$ cat src/verilog/sgps_map.svh
// register map, field positions, reset values and codes of the switchgear position supervisor
`ifndef SGPS_MAP_SVH
`define SGPS_MAP_SVH

`define SGPS_ADDR_W          8
`define SGPS_TIME_W          24

`define SGPS_OFF_CTRL        8'h00
`define SGPS_OFF_CMD         8'h04
`define SGPS_OFF_TCLOSE      8'h08
`define SGPS_OFF_TOPEN       8'h0C
`define SGPS_OFF_TSETTLE     8'h10
`define SGPS_OFF_STATUS      8'h14

`define SGPS_CTRL_CLOSE_WIRED 0
`define SGPS_CTRL_OPEN_WIRED  1
`define SGPS_CTRL_SETTLE_EN   2
`define SGPS_CTRL_PROT_ROUTE  3
`define SGPS_CTRL_W           4
`define SGPS_CTRL_RESET       4'h3

`define SGPS_CMD_CLOSE       0
`define SGPS_CMD_OPEN        1

`define SGPS_ST_CLOSED       0
`define SGPS_ST_OPEN         1
`define SGPS_ST_INDETERM     2
`define SGPS_ST_DISTURBED    3
`define SGPS_ST_CODE_LO      4
`define SGPS_ST_CODE_HI      5
`define SGPS_ST_SINGLE       6
`define SGPS_ST_CLOSE_DRV    7
`define SGPS_ST_OPEN_DRV     8
`define SGPS_ST_SUCCESS_SEEN 9
`define SGPS_ST_STATE_LO     12
`define SGPS_ST_STATE_HI     15

`define SGPS_TCLOSE_RESET    24'h0F4240
`define SGPS_TOPEN_RESET     24'h0F4240
`define SGPS_TSETTLE_RESET   24'h0186A0

`define SGPS_CODE_INDETERM   2'h0
`define SGPS_CODE_OPEN       2'h1
`define SGPS_CODE_CLOSED     2'h2
`define SGPS_CODE_DISTURBED  2'h3

`endif

$ cat src/verilog/sgps_pkg.sv
// types of the switchgear position supervisor
package sgps_pkg;

	typedef enum logic [3:0] {
		SGPS_IDLE    = 4'h1,
		SGPS_CLOSING = 4'h2,
		SGPS_OPENING = 4'h4,
		SGPS_SETTLE  = 4'h8
	} sgps_state_type;

	typedef logic [1:0] sgps_code_type;

endpackage

$ cat src/verilog/sgps_tmr_if.sv
// timer carrier between the supervisor and its travel / settle timer
`timescale 1ns/100ps
`include "sgps_map.svh"
interface sgps_tmr_if;
	logic                     start;
	logic [`SGPS_TIME_W-1:0]  terminal;
	logic                     running;
	logic                     expire;

	modport timer (input start, input terminal, output running, output expire);
	modport user  (output start, output terminal, input running, input expire);
endinterface

$ cat src/verilog/sgps_timer.sv
// travel and settle timer: counts clock cycles against a terminal value
`timescale 1ns/100ps
`include "sgps_map.svh"
module sgps_timer (
	input  wire logic  pclk,
	input  wire logic  presetn,
	sgps_tmr_if.timer  tmr
);
	logic [`SGPS_TIME_W-1:0] cnt_ff;
	logic [`SGPS_TIME_W-1:0] term_ff;
	logic                    run_ff;
	logic [`SGPS_TIME_W-1:0] cnt_inc;

	assign cnt_inc     = cnt_ff + `SGPS_TIME_W'(1);
	// expire is high in the last counted cycle, so a run lasts exactly term cycles
	assign tmr.expire  = run_ff & (cnt_inc == term_ff);
	assign tmr.running = run_ff;

	always_ff @(posedge pclk or negedge presetn) begin
		if (!presetn) begin
			cnt_ff  <= '0;
			term_ff <= `SGPS_TIME_W'(1);
			run_ff  <= 1'b0;
		end else if (tmr.start) begin
			cnt_ff  <= '0;
			// zero is taken as one cycle
			term_ff <= (tmr.terminal == '0) ? `SGPS_TIME_W'(1) : tmr.terminal;
			run_ff  <= 1'b1;
		end else if (tmr.expire) begin
			run_ff  <= 1'b0;
		end else if (run_ff) begin
			cnt_ff  <= cnt_inc;
		end
	end
endmodule // sgps_timer

$ cat src/verilog/sgps_top.sv
// switchgear position supervisor: feedback validation, travel supervision, apb registers
// Contract
// installer wires at least one feedback contact, preferably both
// each drive lasts at most its travel time, released early on new position
// close command starts close timer; indeterminate while it runs
// closed feedback before expiry gives closed, expiry gives disturbed
// open command likewise with open timer, open flag or disturbed
// position code 0 indeterm, 1 open, 2 closed, 3 disturbed, matching flags
// two contacts: low/high gives open code 1, high/low gives closed code 2
// two contacts equal: indeterminate while timer runs, otherwise disturbed
// feedback sampled every cycle, position re-evaluated on every change
// single feedback contact raises the single feedback flag
// single contact supervises only the direction of its own contact
// closed-only: close starts timer, indeterminate, closed and success before expiry
// closed-only: expiry before end position clears indeterminate, reports disturbed
// after travel expiry optional settle timer keeps indeterminate, then end position
// closed-only: high closed, low indeterminate during close timer else open
// no feedback input assigned gives code 3 disturbed
// close, open and settle times are set separately per unit
// protection commands may be routed onto the control drive outputs
// timers count clock cycles and expire when the count hits the setting
// success pulses one cycle on timely end position; reset idles timers, drives
//
// The APB slave port and the register addresses are this design's own decisions.
`timescale 1ns/100ps
`include "sgps_map.svh"
module sgps_top (
	input  wire logic                     pclk,
	input  wire logic                     presetn,
	input  wire logic                     psel,
	input  wire logic                     penable,
	input  wire logic                     pwrite,
	input  wire logic [`SGPS_ADDR_W-1:0]  paddr,
	input  wire logic [31:0]              pwdata,
	output logic      [31:0]              prdata,
	output logic                          pready,
	output logic                          pslverr,
	input  wire logic                     fb_closed_in,
	input  wire logic                     fb_open_in,
	input  wire logic                     prot_close_in,
	input  wire logic                     prot_open_in,
	output logic                          close_drive,
	output logic                          open_drive,
	output logic                          pos_closed,
	output logic                          pos_open,
	output logic                          pos_indeterm,
	output logic                          pos_disturbed,
	output logic      [1:0]               pos_code,
	output logic                          single_feedback_flag,
	output logic                          command_success_flag
);
	// ==========================================================
	// declarations
	sgps_tmr_if                tmr ();
	sgps_pkg::sgps_state_type  state_ff;
	sgps_pkg::sgps_state_type  nxt_state;
	logic [3:0]                s1_ff;
	logic [3:0]                s2_ff;
	logic [3:0]                s3_ff;
	logic [3:0]                in_ff;
	logic [3:0]                in_prev_ff;
	logic [`SGPS_CTRL_W-1:0]   ctrl_ff;
	logic [`SGPS_TIME_W-1:0]   tclose_ff;
	logic [`SGPS_TIME_W-1:0]   topen_ff;
	logic [`SGPS_TIME_W-1:0]   tsettle_ff;
	logic                      hold_dist_ff;
	logic                      force_end_ff;
	logic                      success_seen_ff;
	logic [31:0]               prdata_ff;
	logic                      pready_ff;
	logic                      pslverr_ff;
	logic                      close_drive_ff;
	logic                      open_drive_ff;
	logic                      pos_closed_ff;
	logic                      pos_open_ff;
	logic                      pos_indeterm_ff;
	logic                      pos_disturbed_ff;
	sgps_pkg::sgps_code_type   pos_code_ff;
	logic                      single_ff;
	logic                      success_ff;
	sgps_pkg::sgps_code_type   nxt_code;
	logic                      nxt_success;
	logic                      nxt_hold_set;
	logic                      nxt_force_set;
	logic                      fb_c;
	logic                      fb_o;
	logic                      cw;
	logic                      ow;
	logic                      setup;
	logic                      wr_access;
	logic                      mapped;
	logic                      cmd_wr;
	logic                      req_close;
	logic                      req_open;
	logic                      fb_changed;
	logic                      accept;

	sgps_timer u_timer (
		.pclk    (pclk),
		.presetn (presetn),
		.tmr     (tmr)
	);

	// ==========================================================
	// input synchronisers: closed, open, prot close, prot open
	logic [3:0] pins;
	assign pins = {prot_open_in, prot_close_in, fb_open_in, fb_closed_in};

	always_ff @(posedge pclk or negedge presetn) begin
		if (!presetn) begin
			s1_ff <= '0;
			s2_ff <= '0;
			s3_ff <= '0;
		end else begin
			s1_ff <= pins;
			s2_ff <= s1_ff;
			s3_ff <= s2_ff;
		end
	end

	// change taken once stage two and three agree, checked every cycle
	genvar gi;
	generate
		for (gi = 0; gi < 4; gi++) begin : g_filt
			always_ff @(posedge pclk or negedge presetn) begin
				if (!presetn) begin
					in_ff[gi]      <= 1'b0;
					in_prev_ff[gi] <= 1'b0;
				end else begin
					if (s2_ff[gi] == s3_ff[gi]) begin
						in_ff[gi] <= s3_ff[gi];
					end
					in_prev_ff[gi] <= in_ff[gi];
				end
			end
		end
	endgenerate

	assign fb_c       = in_ff[0];
	assign fb_o       = in_ff[1];
	assign fb_changed = (in_ff[1:0] != in_prev_ff[1:0]);
	assign cw         = ctrl_ff[`SGPS_CTRL_CLOSE_WIRED];
	assign ow         = ctrl_ff[`SGPS_CTRL_OPEN_WIRED];

	// ==========================================================
	// apb slave
	assign setup     = psel & ~penable;
	assign wr_access = psel & penable & pwrite;
	assign mapped    = (paddr == `SGPS_OFF_CTRL) | (paddr == `SGPS_OFF_CMD) | (paddr == `SGPS_OFF_TCLOSE) |
	                   (paddr == `SGPS_OFF_TOPEN) | (paddr == `SGPS_OFF_TSETTLE) | (paddr == `SGPS_OFF_STATUS);
	assign cmd_wr    = wr_access & (paddr == `SGPS_OFF_CMD);

	always_ff @(posedge pclk or negedge presetn) begin
		if (!presetn) begin
			pready_ff  <= 1'b0;
			pslverr_ff <= 1'b0;
			prdata_ff  <= '0;
		end else begin
			pready_ff  <= setup;
			pslverr_ff <= setup & ~mapped;
			prdata_ff  <= '0;
			if (setup & ~pwrite) begin
				unique case (paddr)
					`SGPS_OFF_CTRL:    prdata_ff <= 32'(ctrl_ff);
					`SGPS_OFF_TCLOSE:  prdata_ff <= 32'(tclose_ff);
					`SGPS_OFF_TOPEN:   prdata_ff <= 32'(topen_ff);
					`SGPS_OFF_TSETTLE: prdata_ff <= 32'(tsettle_ff);
					`SGPS_OFF_STATUS: begin
						prdata_ff[`SGPS_ST_CLOSED]       <= pos_closed_ff;
						prdata_ff[`SGPS_ST_OPEN]         <= pos_open_ff;
						prdata_ff[`SGPS_ST_INDETERM]     <= pos_indeterm_ff;
						prdata_ff[`SGPS_ST_DISTURBED]    <= pos_disturbed_ff;
						prdata_ff[`SGPS_ST_CODE_HI:`SGPS_ST_CODE_LO]   <= pos_code_ff;
						prdata_ff[`SGPS_ST_SINGLE]       <= single_ff;
						prdata_ff[`SGPS_ST_CLOSE_DRV]    <= close_drive_ff;
						prdata_ff[`SGPS_ST_OPEN_DRV]     <= open_drive_ff;
						prdata_ff[`SGPS_ST_SUCCESS_SEEN] <= success_seen_ff;
						prdata_ff[`SGPS_ST_STATE_HI:`SGPS_ST_STATE_LO] <= state_ff;
					end
					default:           prdata_ff <= '0;
				endcase
			end
		end
	end

	// configuration per unit
	always_ff @(posedge pclk or negedge presetn) begin
		if (!presetn) begin
			ctrl_ff    <= `SGPS_CTRL_RESET;
			tclose_ff  <= `SGPS_TCLOSE_RESET;
			tsettle_ff <= `SGPS_TSETTLE_RESET;
			topen_ff   <= `SGPS_TOPEN_RESET;
		end else if (wr_access) begin
			if (paddr == `SGPS_OFF_CTRL) begin
				ctrl_ff <= pwdata[`SGPS_CTRL_W-1:0];
			end
			if (paddr == `SGPS_OFF_TCLOSE) begin
				tclose_ff <= pwdata[`SGPS_TIME_W-1:0];
			end
			if (paddr == `SGPS_OFF_TOPEN) begin
				topen_ff <= pwdata[`SGPS_TIME_W-1:0];
			end
			if (paddr == `SGPS_OFF_TSETTLE) begin
				tsettle_ff <= pwdata[`SGPS_TIME_W-1:0];
			end
		end
	end

	// sticky success, set wins over write-one-to-clear
	always_ff @(posedge pclk or negedge presetn) begin
		if (!presetn) begin
			success_seen_ff <= 1'b0;
		end else if (nxt_success) begin
			success_seen_ff <= 1'b1;
		end else if (wr_access & (paddr == `SGPS_OFF_STATUS) & pwdata[`SGPS_ST_SUCCESS_SEEN]) begin
			success_seen_ff <= 1'b0;
		end
	end

	// ==========================================================
	// command intake: open wins, only one movement at a time
	assign req_open  = (cmd_wr & pwdata[`SGPS_CMD_OPEN]) |
	                   (ctrl_ff[`SGPS_CTRL_PROT_ROUTE] & in_ff[3] & ~in_prev_ff[3]);
	assign req_close = (cmd_wr & pwdata[`SGPS_CMD_CLOSE]) |
	                   (ctrl_ff[`SGPS_CTRL_PROT_ROUTE] & in_ff[2] & ~in_prev_ff[2]);
	assign accept    = (state_ff == sgps_pkg::SGPS_IDLE) & (req_open | req_close);

	// ==========================================================
	// position evaluation from feedback, state and end-of-move flags
	always_comb begin
		nxt_code = `SGPS_CODE_DISTURBED;
		if (cw & ow) begin
			if (fb_c & ~fb_o) begin
				nxt_code = `SGPS_CODE_CLOSED;
			end else if (~fb_c & fb_o) begin
				nxt_code = `SGPS_CODE_OPEN;
			end else if (state_ff != sgps_pkg::SGPS_IDLE) begin
				nxt_code = `SGPS_CODE_INDETERM;
			end else begin
				nxt_code = `SGPS_CODE_DISTURBED;
			end
		end else if (cw) begin
			if (hold_dist_ff) begin
				nxt_code = `SGPS_CODE_DISTURBED;
			end else if (state_ff == sgps_pkg::SGPS_SETTLE) begin
				nxt_code = `SGPS_CODE_INDETERM;
			end else if (fb_c | force_end_ff) begin
				nxt_code = `SGPS_CODE_CLOSED;
			end else if (state_ff == sgps_pkg::SGPS_CLOSING) begin
				nxt_code = `SGPS_CODE_INDETERM;
			end else begin
				nxt_code = `SGPS_CODE_OPEN;
			end
		end else if (ow) begin
			if (hold_dist_ff) begin
				nxt_code = `SGPS_CODE_DISTURBED;
			end else if (state_ff == sgps_pkg::SGPS_SETTLE) begin
				nxt_code = `SGPS_CODE_INDETERM;
			end else if (fb_o | force_end_ff) begin
				nxt_code = `SGPS_CODE_OPEN;
			end else if (state_ff == sgps_pkg::SGPS_OPENING) begin
				nxt_code = `SGPS_CODE_INDETERM;
			end else begin
				nxt_code = `SGPS_CODE_CLOSED;
			end
		end else begin
			nxt_code = `SGPS_CODE_DISTURBED;
		end
	end

	// ==========================================================
	// movement supervision
	always_comb begin
		nxt_state     = state_ff;
		nxt_success   = 1'b0;
		nxt_hold_set  = 1'b0;
		nxt_force_set = 1'b0;
		tmr.start     = 1'b0;
		tmr.terminal  = tclose_ff;
		unique case (state_ff)
			sgps_pkg::SGPS_IDLE: begin
				if (accept & req_open) begin
					nxt_state    = sgps_pkg::SGPS_OPENING;
					tmr.start    = 1'b1;
					tmr.terminal = topen_ff;
				end else if (accept) begin
					nxt_state    = sgps_pkg::SGPS_CLOSING;
					tmr.start    = 1'b1;
				end
			end
			sgps_pkg::SGPS_CLOSING: begin
				if (cw & (nxt_code == `SGPS_CODE_CLOSED)) begin
					nxt_state   = sgps_pkg::SGPS_IDLE;
					nxt_success = 1'b1;
				end else if (tmr.expire) begin
					if (cw & ~ow & ctrl_ff[`SGPS_CTRL_SETTLE_EN]) begin
						nxt_state    = sgps_pkg::SGPS_SETTLE;
						tmr.start    = 1'b1;
						tmr.terminal = tsettle_ff;
					end else begin
						nxt_state    = sgps_pkg::SGPS_IDLE;
						nxt_hold_set = cw & ~ow;
					end
				end
			end
			sgps_pkg::SGPS_OPENING: begin
				if (ow & (nxt_code == `SGPS_CODE_OPEN)) begin
					nxt_state   = sgps_pkg::SGPS_IDLE;
					nxt_success = 1'b1;
				end else if (tmr.expire) begin
					if (ow & ~cw & ctrl_ff[`SGPS_CTRL_SETTLE_EN]) begin
						nxt_state    = sgps_pkg::SGPS_SETTLE;
						tmr.start    = 1'b1;
						tmr.terminal = tsettle_ff;
					end else begin
						nxt_state    = sgps_pkg::SGPS_IDLE;
						nxt_hold_set = ow & ~cw;
					end
				end
			end
			sgps_pkg::SGPS_SETTLE: begin
				if (tmr.expire) begin
					nxt_state     = sgps_pkg::SGPS_IDLE;
					nxt_force_set = 1'b1;
				end
			end
		endcase
	end

	always_ff @(posedge pclk or negedge presetn) begin
		if (!presetn) begin
			state_ff <= sgps_pkg::SGPS_IDLE;
		end else begin
			state_ff <= nxt_state;
		end
	end

	// end-of-move flags live until feedback changes or a new command; set wins
	always_ff @(posedge pclk or negedge presetn) begin
		if (!presetn) begin
			hold_dist_ff <= 1'b0;
			force_end_ff <= 1'b0;
		end else begin
			if (fb_changed | accept) begin
				hold_dist_ff <= 1'b0;
				force_end_ff <= 1'b0;
			end
			if (nxt_hold_set) begin
				hold_dist_ff <= 1'b1;
			end
			if (nxt_force_set) begin
				force_end_ff <= 1'b1;
			end
		end
	end

	// ==========================================================
	// registered outputs
	always_ff @(posedge pclk or negedge presetn) begin
		if (!presetn) begin
			close_drive_ff   <= 1'b0;
			open_drive_ff    <= 1'b0;
			pos_closed_ff    <= 1'b0;
			pos_open_ff      <= 1'b0;
			pos_indeterm_ff  <= 1'b0;
			pos_disturbed_ff <= 1'b1;
			pos_code_ff      <= `SGPS_CODE_DISTURBED;
			single_ff        <= 1'b0;
			success_ff       <= 1'b0;
		end else begin
			close_drive_ff   <= (nxt_state == sgps_pkg::SGPS_CLOSING);
			open_drive_ff    <= (nxt_state == sgps_pkg::SGPS_OPENING);
			pos_code_ff      <= nxt_code;
			pos_closed_ff    <= (nxt_code == `SGPS_CODE_CLOSED);
			pos_open_ff      <= (nxt_code == `SGPS_CODE_OPEN);
			pos_indeterm_ff  <= (nxt_code == `SGPS_CODE_INDETERM);
			pos_disturbed_ff <= (nxt_code == `SGPS_CODE_DISTURBED);
			single_ff        <= cw ^ ow;
			success_ff       <= nxt_success;
		end
	end

	assign prdata               = prdata_ff;
	assign pready               = pready_ff;
	assign pslverr              = pslverr_ff;
	assign close_drive          = close_drive_ff;
	assign open_drive           = open_drive_ff;
	assign pos_closed           = pos_closed_ff;
	assign pos_open             = pos_open_ff;
	assign pos_indeterm         = pos_indeterm_ff;
	assign pos_disturbed        = pos_disturbed_ff;
	assign pos_code             = pos_code_ff;
	assign single_feedback_flag = single_ff;
	assign command_success_flag = success_ff;
endmodule // sgps_top
$ cat config.mk
export PLATFORM = sky130hd
export DESIGN_NAME = sgps_top
export DESIGN_NICKNAME = d
export VERILOG_FILES = /design/src/verilog/sgps_pkg.sv /design/src/verilog/sgps_tmr_if.sv /design/src/verilog/sgps_timer.sv /design/src/verilog/sgps_top.sv
export VERILOG_INCLUDE_DIRS = /design/src /design/src/verilog
export SDC_FILE = /design/constraint.sdc
export NUM_CORES = 1
export LEC_CHECK = 0
export ABC_CLOCK_PERIOD_IN_PS = 12000
export BUFFER_PORTS_ARGS = -buffer_cell sky130_fd_sc_hd__buf_4
export CAP_MARGIN = 25
export CORE_UTILIZATION = 55
export DETAILED_ROUTE_END_ITERATION = 8
export PLACE_DENSITY_LB_ADDON = 0.08
export RECOVER_POWER = 50
export SETUP_SLACK_MARGIN = 0.1
export SYNTH_ARGS = -nofsm -noshare
export SYNTH_HDL_FRONTEND = slang
export SYNTH_SLANG_ARGS = --single-unit
$ cat constraint.sdc
create_clock -name pclk -period 12 [get_ports pclk]
set_input_delay 0.6 -clock pclk [delete_from_list [all_inputs] [get_ports pclk]]
set_output_delay 0.6 -clock pclk [all_outputs]
set_load 0.01 [all_outputs]
==> Word level (Yosys, flattened, before mapping) <==
Index checks and enable logic that the tools add are counted.
{ "totals": {"reg_bits": 196, "output_inout_bits": 44, "word_cells": 186} }
{ "classes": {"addsub": 1, "n_eq_ne": 22, "n_mux": 69, "bitwise_logic": 47, "n_reduce_logical": 13} }
{ "op_table": {"columns": ["operator", "count"], "rows": [
  ["$mux W24", 11],
  ["$pmux W24 S3", 1],
  ["$pmux W10 S5", 1],
  ["$mux W4", 9],
  ["$mux W32", 1],
  ["$pmux W4 S4", 2],
  ["$and A1 B1 Y1", 26],
  ["$mux W1", 26],
  ["$mux W2", 13],
  ["$add A24 B1 Y24 const B", 1],
  ["$eq A24 B24 Y1", 1],
  ["$logic_not A24 Y1", 1],
  ["$pmux W8 S3", 1],
  ["$eq A8 B4 Y1 const B", 2],
  ["$eq A8 B5 Y1 const B", 2],
  ["$or A1 B1 Y1", 11],
  ["$reduce_and A2 Y1", 5],
  ["$reduce_bool A2 Y1", 5],
  ["$not A1 Y1", 9],
  ["$eq A4 B2 Y1 const B", 2],
  ["$eq A4 B3 Y1 const B", 2],
  ["$eq A8 B3 Y1 const B", 1],
  ["$logic_not A8 Y1", 1],
  ["$pmux W2 S3", 1],
  ["12 further kinds", 17]
]} }

==> Longest topological paths before layout <==
Gate-level depths: netlist (run 1).
{ "depth": {"depth_word": 14, "mapped_depth": 15} }

==> Hierarchy <==
Synthesis (run 1) repeated with hierarchy kept, for this count alone.
{ "unflattened": {"cells_unflattened": 881, "area_unflattened_um2": 9641.7} }
{ "by_module_without_submodules": {"columns": ["module", "instances", "cells_per_inst", "area_each_um2", "seq_area_each_um2"], "rows": [
  ["sgps_top", 1, 533, 6417.4, 3510.9],
  ["sgps_timer", 1, 348, 3224.3, 1227.4]
]} }

==> Worst setup path after synthesis (run 1) <==
No wires, ideal clock.
{ "synth_timing": {"path_kind": "flip-flop to flip-flop", "startpoint": "register state_ff[0]", "endpoint": "register u_timer.term_ff[0]", "setup_time_ns": 0.097, "arrival_time_ns": 3.671, "t_required_ns": 11.903, "path_slack_ns": 8.232, "path_stages_with_launch": 13, "path_buffers": 3, "synth_period_minus_slack_ns": 3.768, "path_cell_list": "dfstp_2 buf_2 or4b_1 buf_2 maj3_2 a2bb2oi_2 nand3_1 a22o_1 and2_4 buf_6 a221o_1 or4_1 o41ai_2"} }
{ "synth_via": {"word_cells_on_any_way": 36} }
{ "synth_lines": {"columns": ["element", "line", "source"], "rows": [
  ["from (decl)", "sgps_top.sv:55", "sgps_pkg::sgps_state_type state_ff;"],
  ["from (signal assigned)", "sgps_top.sv:332", "state_ff <= sgps_pkg::SGPS_IDLE;"],
  ["from (signal assigned)", "sgps_top.sv:334", "state_ff <= nxt_state;"],
  ["$eq A4 B2 Y1", "sgps_top.sv:249", "end else if (state_ff == sgps_pkg::SGPS_CLOSING) begin"],
  ["$mux W1", "sgps_top.sv:249", null],
  ["$mux W2", "sgps_top.sv:247", "end else if (fb_c | force_end_ff) begin"],
  ["$mux W2", "sgps_top.sv:245", "end else if (state_ff == sgps_pkg::SGPS_SETTLE) begin"],
  ["$mux W2", "sgps_top.sv:243", "if (hold_dist_ff) begin"],
  ["$mux W2", "sgps_top.sv:242", "end else if (cw) begin"],
  ["$mux W2 *", "sgps_top.sv:232", "if (cw & ow) begin"],
  ["via nxt_code[0]", "sgps_top.sv:81", "sgps_pkg::sgps_code_type nxt_code;"],
  ["$eq A2 B1 Y1 (no source line) or $eq A2 B2 Y1 (tied branches)", null, null],
  ["$and A1 B1 Y1, on equally long branches", "sgps_top.sv:307, sgps_top.sv:292", null],
  ["$mux W24, on equally long branches", "sgps_top.sv:307, sgps_top.sv:292", null],
  ["$pmux W24 S3", "sgps_top.sv:280", "unique case (state_ff)"],
  ["$logic_not A24 Y1", "sgps_timer.sv:27", "term_ff <= (tmr.terminal == '0) ? `SGPS_TIME_W'(1) : tmr.terminal;"],
  ["$mux W24", "sgps_timer.sv:27", null],
  ["to (signal assigned)", "sgps_timer.sv:22", "term_ff <= `SGPS_TIME_W'(1);"],
  ["to (signal assigned)", "sgps_timer.sv:27", null],
  ["to (decl)", "sgps_timer.sv:10", "logic [`SGPS_TIME_W-1:0] term_ff;"]
]} }
Mark *: on every way through the listed nets, which the timed path passes. The rest lies on a longest branch.
A chain may end at the register's enable or synchronous reset.

==> results.md, run 1 <==
* Max Cap Violations at 1
* Required time of the worst setup path at approximately 11 ns
* CP arrival at 4.61 ns
* Slowest cell on the critical path: clkbuf_1
* Core footprint at 17,200 sq um
* Most common cell in the netlist: dfrtp_1
* Crit path capture: u_timer.term_ff[19]
* Die area at ~18,000 sq um
* Dpl hpwl at about 18 mm
* DRC Markers at 0
* RSZ-0062 raised after global routing: no
* Worst Path Max Fanout at approximately 110
* Fillers at roughly 1,400
* Iter 0 DRT Violations at between 600 and 700
* Post-route setup TNS at 0 ns
* Clock Skew at 0.0121 ns
* Netlist area before placement at a little under 10,000 sq um
* Cell taking the most area after synthesis: dfrtp_1
* EDFF count, synth at 0
* Ys flop type: dfrtp_1
* Synthesized instance count at approximately 900
* IO Pins at 93
* Clock latency on the worst-skew pair at roughly 0.44 ns
* Area Overhead vs Synth at 12.5%
* Post-DRT Antenna Nets at 0
* Synth unique cells at 75
* CP startpoint kind: primary input
* Critical path depth at 1
* Worst vdd ir at 0.106 mV
* Tightest Pin Transition at 5.74 ns
* Global-route wire length before repair at around 40 mm
* Vias at between 7,000 and 8,000
* Relative slew slack at -282%
* GPL Wtd Cong at roughly 0.9
* Seq cells post-synth at about 190
* Worst reg2reg setup slack at 6.99 ns
* Share of layout cells above drive strength 1 at about a quarter
* Die X at between 100 and 150 um
* Final wirelength at 25.9 mm
* Mean Syn Cell Area at roughly 11 sq um
* Hold-fix buffers, CTS at 0
* WP buf/inv at 1
* Longest Clk Path Bufs at 2
* R2r worst-path depth at 12
* Largest net degree at the start of global routing at roughly 110
* Crit-path max cell delay at just under 4 ns
* Final slew viol count at approximately 110
* Root Buffer: clkbuf_16
* Seq/Total Area, Yosys at 49.0%
* GR Util All Layers at between 20% and 30%
* Initial antenna violation count at 0
* CTS tree: done
* Leak Pwr at 4.77 nW
* Setup violators final at 0
* Number of buffers added on ports at 76
* Row count at 48
* # resized after CTS at 0
* Sink Count at about 190
* Top cells by area, synth: dfrtp_1 42%, mux2_2 12%, dfstp_2 7.3%, nor2_1 3.5%, xnor2_1 3.4%
* RR Startpoint: state_ff[1]
* RR Endpoint: u_timer.term_ff[0]
* Outcome: finished with violations
* Post-synth top cells: 161 x dfrtp_1, 104 x mux2_2, 91 x nor2_1, 58 x nand2_1, 47 x a21oi_1
* Crit Path Class: primary input to asynchronous set/reset pin
* Warnings from Yosys at 0
* Vias in the first global route at around 7,400
* Pwr Density at around 120 nW/um^2
* Wire per inst at 21.7 um
* CP Cell Sequence: clkbuf_1
* Worst-path clk slew at about 0.07 ns
* Final Hold Viols at 0
* Place WS at approximately 7.0 ns
* Initial Util at between 50 and 60%
* Min Tclk post-route at 5.46 ns
* CTS H-Tree Depth at 4
* Final Cycle Share at 45.5%
* Via density at 6.20
* Failing checks: max-capacitance violations, max-slew violations
* Nets@finish at around 1,000
* # diodes at 0
* DRT Pass-1 Iters at 7
* Synth top area share at between 40% and 50%
* Async SR Flop Fraction at 100%
* Final setup margin at around 6.5 ns
* CP delay by family, top: buffers and inverters
* TritonCTS Buffers at 17
* Die height at between 100 and 150 um
* F_max at around 180 MHz
* Worst min path class: primary input to flip-flop
* Postcts setup bufs at 0
* Endpoint class of the critical path: asynchronous set/reset pin
* Crit path from: presetn
* Grt ovf at 0
[where the power goes]
part	total [W]	switching [W]	internal [W]
registers	0.000653	0.00000902	0.000644
logic	0.0000534	0.0000312	0.0000222
clock network	0.000567	0.000251	0.000316
[worst reg2reg max path, cell delays in order (launching register included)]
cell and delay, ns:
dfrtp_1 0.52, or4b_1 0.97, maj3_2 0.47, a2bb2oi_2 0.35
or3_4 0.24, and2_4 0.18, a22o_1 0.28, a21bo_2 0.17
buf_4 0.55, o211ai_1 0.30, nand2b_1 0.22, or4_1 0.43
o41ai_2 0.22
[logic make-up (layout without fill, tap and decap cells)]
family	after synthesis	count (layout)	synth area share, %
XOR/XNOR	58	58	5.25
flip-flops	188	188	49.0
other	1	8	0.0388
multiplexers	125	125	14.3
AND/OR/NAND/NOR	284	284	14.7
adder cells (fa/ha/maj)	10	10	1.15
AO/OA/AOI/OAI	166	166	11.7
buffers and inverters	79	131	3.80
[worst min-delay path by stage]
| stage | slack, ns | to | cells after the start | from |
|---|---|---|---|---|
| floorplan | 0.30 | close_drive | 0 | presetn |
| global placement | 0.33 | s2_ff[3] | 0 | s1_ff[3] |
| detailed placement | 0.33 | s2_ff[1] | 0 | s1_ff[1] |
| CTS | 0.26 | s1_ff[0] | 1 | fb_closed_in |
| global route | 0.27 | s1_ff[0] | 1 | fb_closed_in |
| finish | 0.29 | s1_ff[3] | 1 | prot_open_in |
[state kept, by name, indices dropped and copies added (netlist names), 24 cells and up]
| name | flops |
|---|---|
| tsettle_ff | 24 |
| prdata | 24 |
| topen_ff | 24 |
| u_timer.term_ff | 24 |
| u_timer.cnt_ff | 24 |
| tclose_ff | 24 |
[cells in the final DEF, fill, tap and decap left out, types with 12 or more instances in the layout]
cell type / instances
nand3_1: 27
nand2_1: 58
a21oi_1: 47
nor2_1: 90
dfstp_2: 26
buf_4: 64
o21ai_0: 20
clkbuf_16: 17
clkbuf_1: 18
inv_1: 12
nor3_1: 17
xor2_1: 21
mux2i_1: 20
nand4_1: 13
dfrtp_1: 161
xnor2_1: 37
nor4_1: 17
a22oi_1: 24
mux2_2: 104
[area by class of cell]
class | instances | area (sq um) | area share [%]
clock buffers | 21 | 450 | 4.14
clock inverters | 11 | 134 | 1.23
inverters | 12 | 45.0 | 0.414
multi-input cells | 651 | 4600 | 42.3
flip-flops and latches | 188 | 4740 | 43.6
well taps | 225 | 282 | 2.59
repair buffers | 87 | 624 | 5.74
[per-stage QoR]
| stage | area [sq um] | total power [W] | util (%) | cells | hold slack, ns |
|---|---|---|---|---|---|
| after CTS | 10900 | 0.00128 | 63.3 | 1194 | 0.262 |
| final | 10900 | 0.00127 | 63.1 | 1195 | 0.287 |
| after detailed placement | 10300 | 0.000718 | 59.9 | 1162 | 0.335 |
| after floorplan | 9700 | 0.000685 | - | 918 | 0.304 |
| after global routing | 10900 | 0.00131 | 63.1 | 1195 | 0.271 |
| after global placement | 10300 | 0.000716 | 59.8 | 1161 | 0.335 |
[metal layers]
| metal | vias up | track usage (%) | routed length (um) |
|---|---|---|---|
| met2 | 283 | 49.7 | 12900 |
| met3 | 39 | 5.14 | 1410 |
| met4 | 0 | 9.86 | 549 |
| li1 | 3374 | - | - |
| met5 | - | 0 | 0 |
| met1 | 3715 | 39.5 | 11100 |
(Power assumes the default switching activity.)
==> inputs of run 2 (changes only) <==
--- a/config.mk
+++ b/config.mk
@@ -6,10 +6,10 @@
 export SDC_FILE = /design/constraint.sdc
 export NUM_CORES = 1
 export LEC_CHECK = 0
-export ABC_CLOCK_PERIOD_IN_PS = 12000
+export ABC_CLOCK_PERIOD_IN_PS = 4530
 export BUFFER_PORTS_ARGS = -buffer_cell sky130_fd_sc_hd__buf_4
 export CAP_MARGIN = 25
-export CORE_UTILIZATION = 55
+export CORE_UTILIZATION = 54
 export DETAILED_ROUTE_END_ITERATION = 8
 export PLACE_DENSITY_LB_ADDON = 0.08
 export RECOVER_POWER = 50
==> constraint.sdc (replaced) <==
create_clock -name pclk -period 4.53 [get_ports pclk]
set_input_delay 0.2265 -clock pclk [delete_from_list [all_inputs] [get_ports pclk]]
set_output_delay 0.2265 -clock pclk [all_outputs]
set_load 0.01 [all_outputs]
==> run 2 against run 1 <==
Net effect: the flow still finishes with violations (max-capacitance violations, max-slew violations); utilization down 0.74 points; cell area down 0.14%; non-clock buffer count up 14; clock-buffer cell count down 3; combinational power rose to 2.6 times the previous value; die area up 1.8%; final cell count up 1.2%; worst hold slack worse by 0.26 ns; global-route usage down 0.41 points; sequential share of layout area up 0.060 points; setup slack worse by 6.2 ns; sequential cell count unchanged; critical endpoint is now u_timer.term_ff[0].
==> results.md, run 2 (synthesized netlist as in run 1, its figures left out) <==
* Outcome: finished with violations
* Failing checks: max-capacitance violations, max-slew violations
* Initial Util at 55.5% (-0.58 points)
* Postcts setup bufs at 0 (unchanged)
* Die area at 18,500 sq um (+1.8%)
* Die X at 136 um (+0.91%)
* CTS H-Tree Depth at 4 (unchanged)
* Row count at 48 (unchanged)
* Required time of the worst setup path at 4.87 ns (-6.28 ns)
* Via density at 6.32 (+1.9%)
* Fillers at 1,424 (+0.92%)
* Die height at 136 um (+0.91%)
* Worst min path class: primary input to flip-flop
* Iter 0 DRT Violations at 678 (+7.3%)
* Vias at 7,640 (+3.1%)
* IO Pins at 93 (unchanged)
* Crit Path Class: flip-flop to flip-flop
* Worst vdd ir at 0.266 mV (+150%)
* Min Tclk post-route at 4.24 ns
* DRT Pass-1 Iters at 5 (-2)
* Clock network power share at 42.7% (-1.8 points)
* GPL Wtd Cong at 0.989 (+7.5%)
* Vias in the first global route at 7,377 (+0.19%)
* Total power at 0.00327 W (+160%)
* Tightest Pin Transition at 2.86 ns (-2.87 ns)
* Final slew viol count at 117 (+4.5%)
* Min Hold Slack at 0.0284 ns (-0.258 ns)
* Comb power frac at 4.3% (about the same)
* Post-DRT Antenna Nets at 0 (unchanged)
* Clock Skew at 0.0185 ns (+0.00640 ns)
* Relative slew slack at -91.0% (+190 points)
* # diodes at 0 (unchanged)
* Worst-path clk slew at 0.08 ns (about the same)
* Most common cell after layout, fill and taps aside: dfrtp_1
* RSZ-0062 raised after global routing: no
* Endpoint class of the critical path: flip-flop
* Sink Count at 188 (unchanged)
* Share of layout cells above drive strength 1 at 23.9% (-1.5 points)
* Final Cycle Share at slightly above 90%
* Dpl hpwl at 18.1 mm (-0.19%)
* Switching part of the total power at 24.0% (+1.2 points)
* Number of buffers added on ports at 76 (unchanged)
* Final setup margin at 0.292 ns (-6.25 ns)
* Longest Clk Path Bufs at 2 (unchanged)
* Post-route setup TNS at 0 ns (unchanged)
* TritonCTS Buffers at 17 (unchanged)
* Core footprint at 17,400 sq um (+1.0%)
* CP arrival at 4.58 ns (-0.03 ns)
* CP startpoint kind: flip-flop
* Initial antenna violation count at 0 (unchanged)
* GR Util All Layers at 29.4% (-0.41 points)
* Setup violators final at 0 (unchanged)
* Commonest non-fill, non-tap cells in the layout: 161 x dfrtp_1, 104 x mux2_2, 90 x nor2_1
* Multi-input logic area at 4620 sq um (+0.35%)
* CTS tree: done
* Psw at 0.000785 W (+170%)
* Place WS at 0.352 ns (-6.69 ns)
* Reg area at 4740 sq um (unchanged)
* Worst Path Max Fanout at 24 (-78%)
* Grt ovf at 0 (unchanged)
* Int Pwr at 0.00248 W (+150%)
* Sequential cell fraction of total power at 53.0% (+1.7 points)
* Largest net degree at the start of global routing at 117 (+4.5%)
* Pwr Density at 301 nW/um^2 (+160%)
* Wire per inst at 21.3 um (-2.0%)
* Clock latency on the worst-skew pair at 0.44 ns (about the same)
* Nets@finish at 1,024 (+1.4%)
* Global-route wire length before repair at 40.6 mm (-0.10%)
* F_max at about 240 MHz
* Area Overhead vs Synth at 12.3%
* Root Buffer: clkbuf_16
* Final Hold Viols at 0 (unchanged)
* DRC Markers at 0 (unchanged)
* Leak Pwr at 4.73 nW (-0.72%)
* Final wirelength at 25.7 mm (-0.87%)
* Max Cap Violations at 1 (unchanged)
==> run 2: what timing repair did <==
item / 4_1_cts / 5_1_grt
resized for setup: 0 / 3
hold buffers: 6 / 0
endpoints found under the setup margin: 0 / 1
endpoints found under the hold margin: 110 / 0
==> run 2: per-layer routing <==
| metal | vias up | global-route usage (%) | share of wire [%] |
|---|---|---|---|
| met5 | - | 0 | 0 |
| met4 | 0 | 13.7 | 3.6 |
| met3 | 67 | 5.67 | 6.4 |
| li1 | 3396 | - | - |
| met2 | 353 | 45.3 | 47 |
| met1 | 3824 | 40.0 | 43 |
==> run 2: area by class of cell <==
| type | instances | area share (%) |
|---|---|---|
| clock buffer | 18 | 3.95 |
| clock inverter | 14 | 1.03 |
| inverter | 12 | 0.415 |
| multi-input combinational | 651 | 42.5 |
| sequential | 188 | 43.6 |
| tap | 225 | 2.59 |
| timing repair buffer | 101 | 5.86 |
==> run 2: path summary, 6_finish.rpt <==
check	slack (ns)	startpoint	cells past startpoint	end
max	0.29	state_ff[1]	10	u_timer.term_ff[0]
min	0.03	pwdata[8]	2	tsettle_ff[8]
max reg2reg	0.29	state_ff[1]	10	u_timer.term_ff[0]
min reg2reg	0.35	s1_ff[1]	0	s2_ff[1]
max in group asynchronous	1.43	presetn	3	prdata[19]
min in group asynchronous	1.17	presetn	2	u_timer.cnt_ff[14]
==> run 2: critical path, cell delays in order, from the launching register on <==
cell and delay [ns]:
dfrtp_1 0.54, nor4b_2 0.62, nor3_1 0.14, o32ai_1 0.59, nand3_1 0.36, a22o_1 0.34
and2_4 0.27, a211oi_1 0.35, o221ai_1 0.17, or4_1 0.45, o41ai_2 0.29
==> run 2: stage by stage <==
stage,util [%],cell area [sq um],instances
CTS,63.1,11000,1209
detailed placement,59.6,10400,1171
global route,62.4,10900,1209
finish,62.4,10900,1209
floorplan,-,9700,918
global placement,59.6,10400,1171
==> run 2: power groups by stage <==
stage | registers, W | logic (W) | clock network [W]
4_1_cts | 0.00173 | 0.000146 | 0.00141
5_1_grt | 0.00173 | 0.000157 | 0.00148
2_1_floorplan | 0.00175 | 0.0000605 | 0
3_3_place_gp | 0.00176 | 0.000136 | 0
6_report | 0.00173 | 0.000141 | 0.00139
3_5_place_dp | 0.00176 | 0.000141 | 0
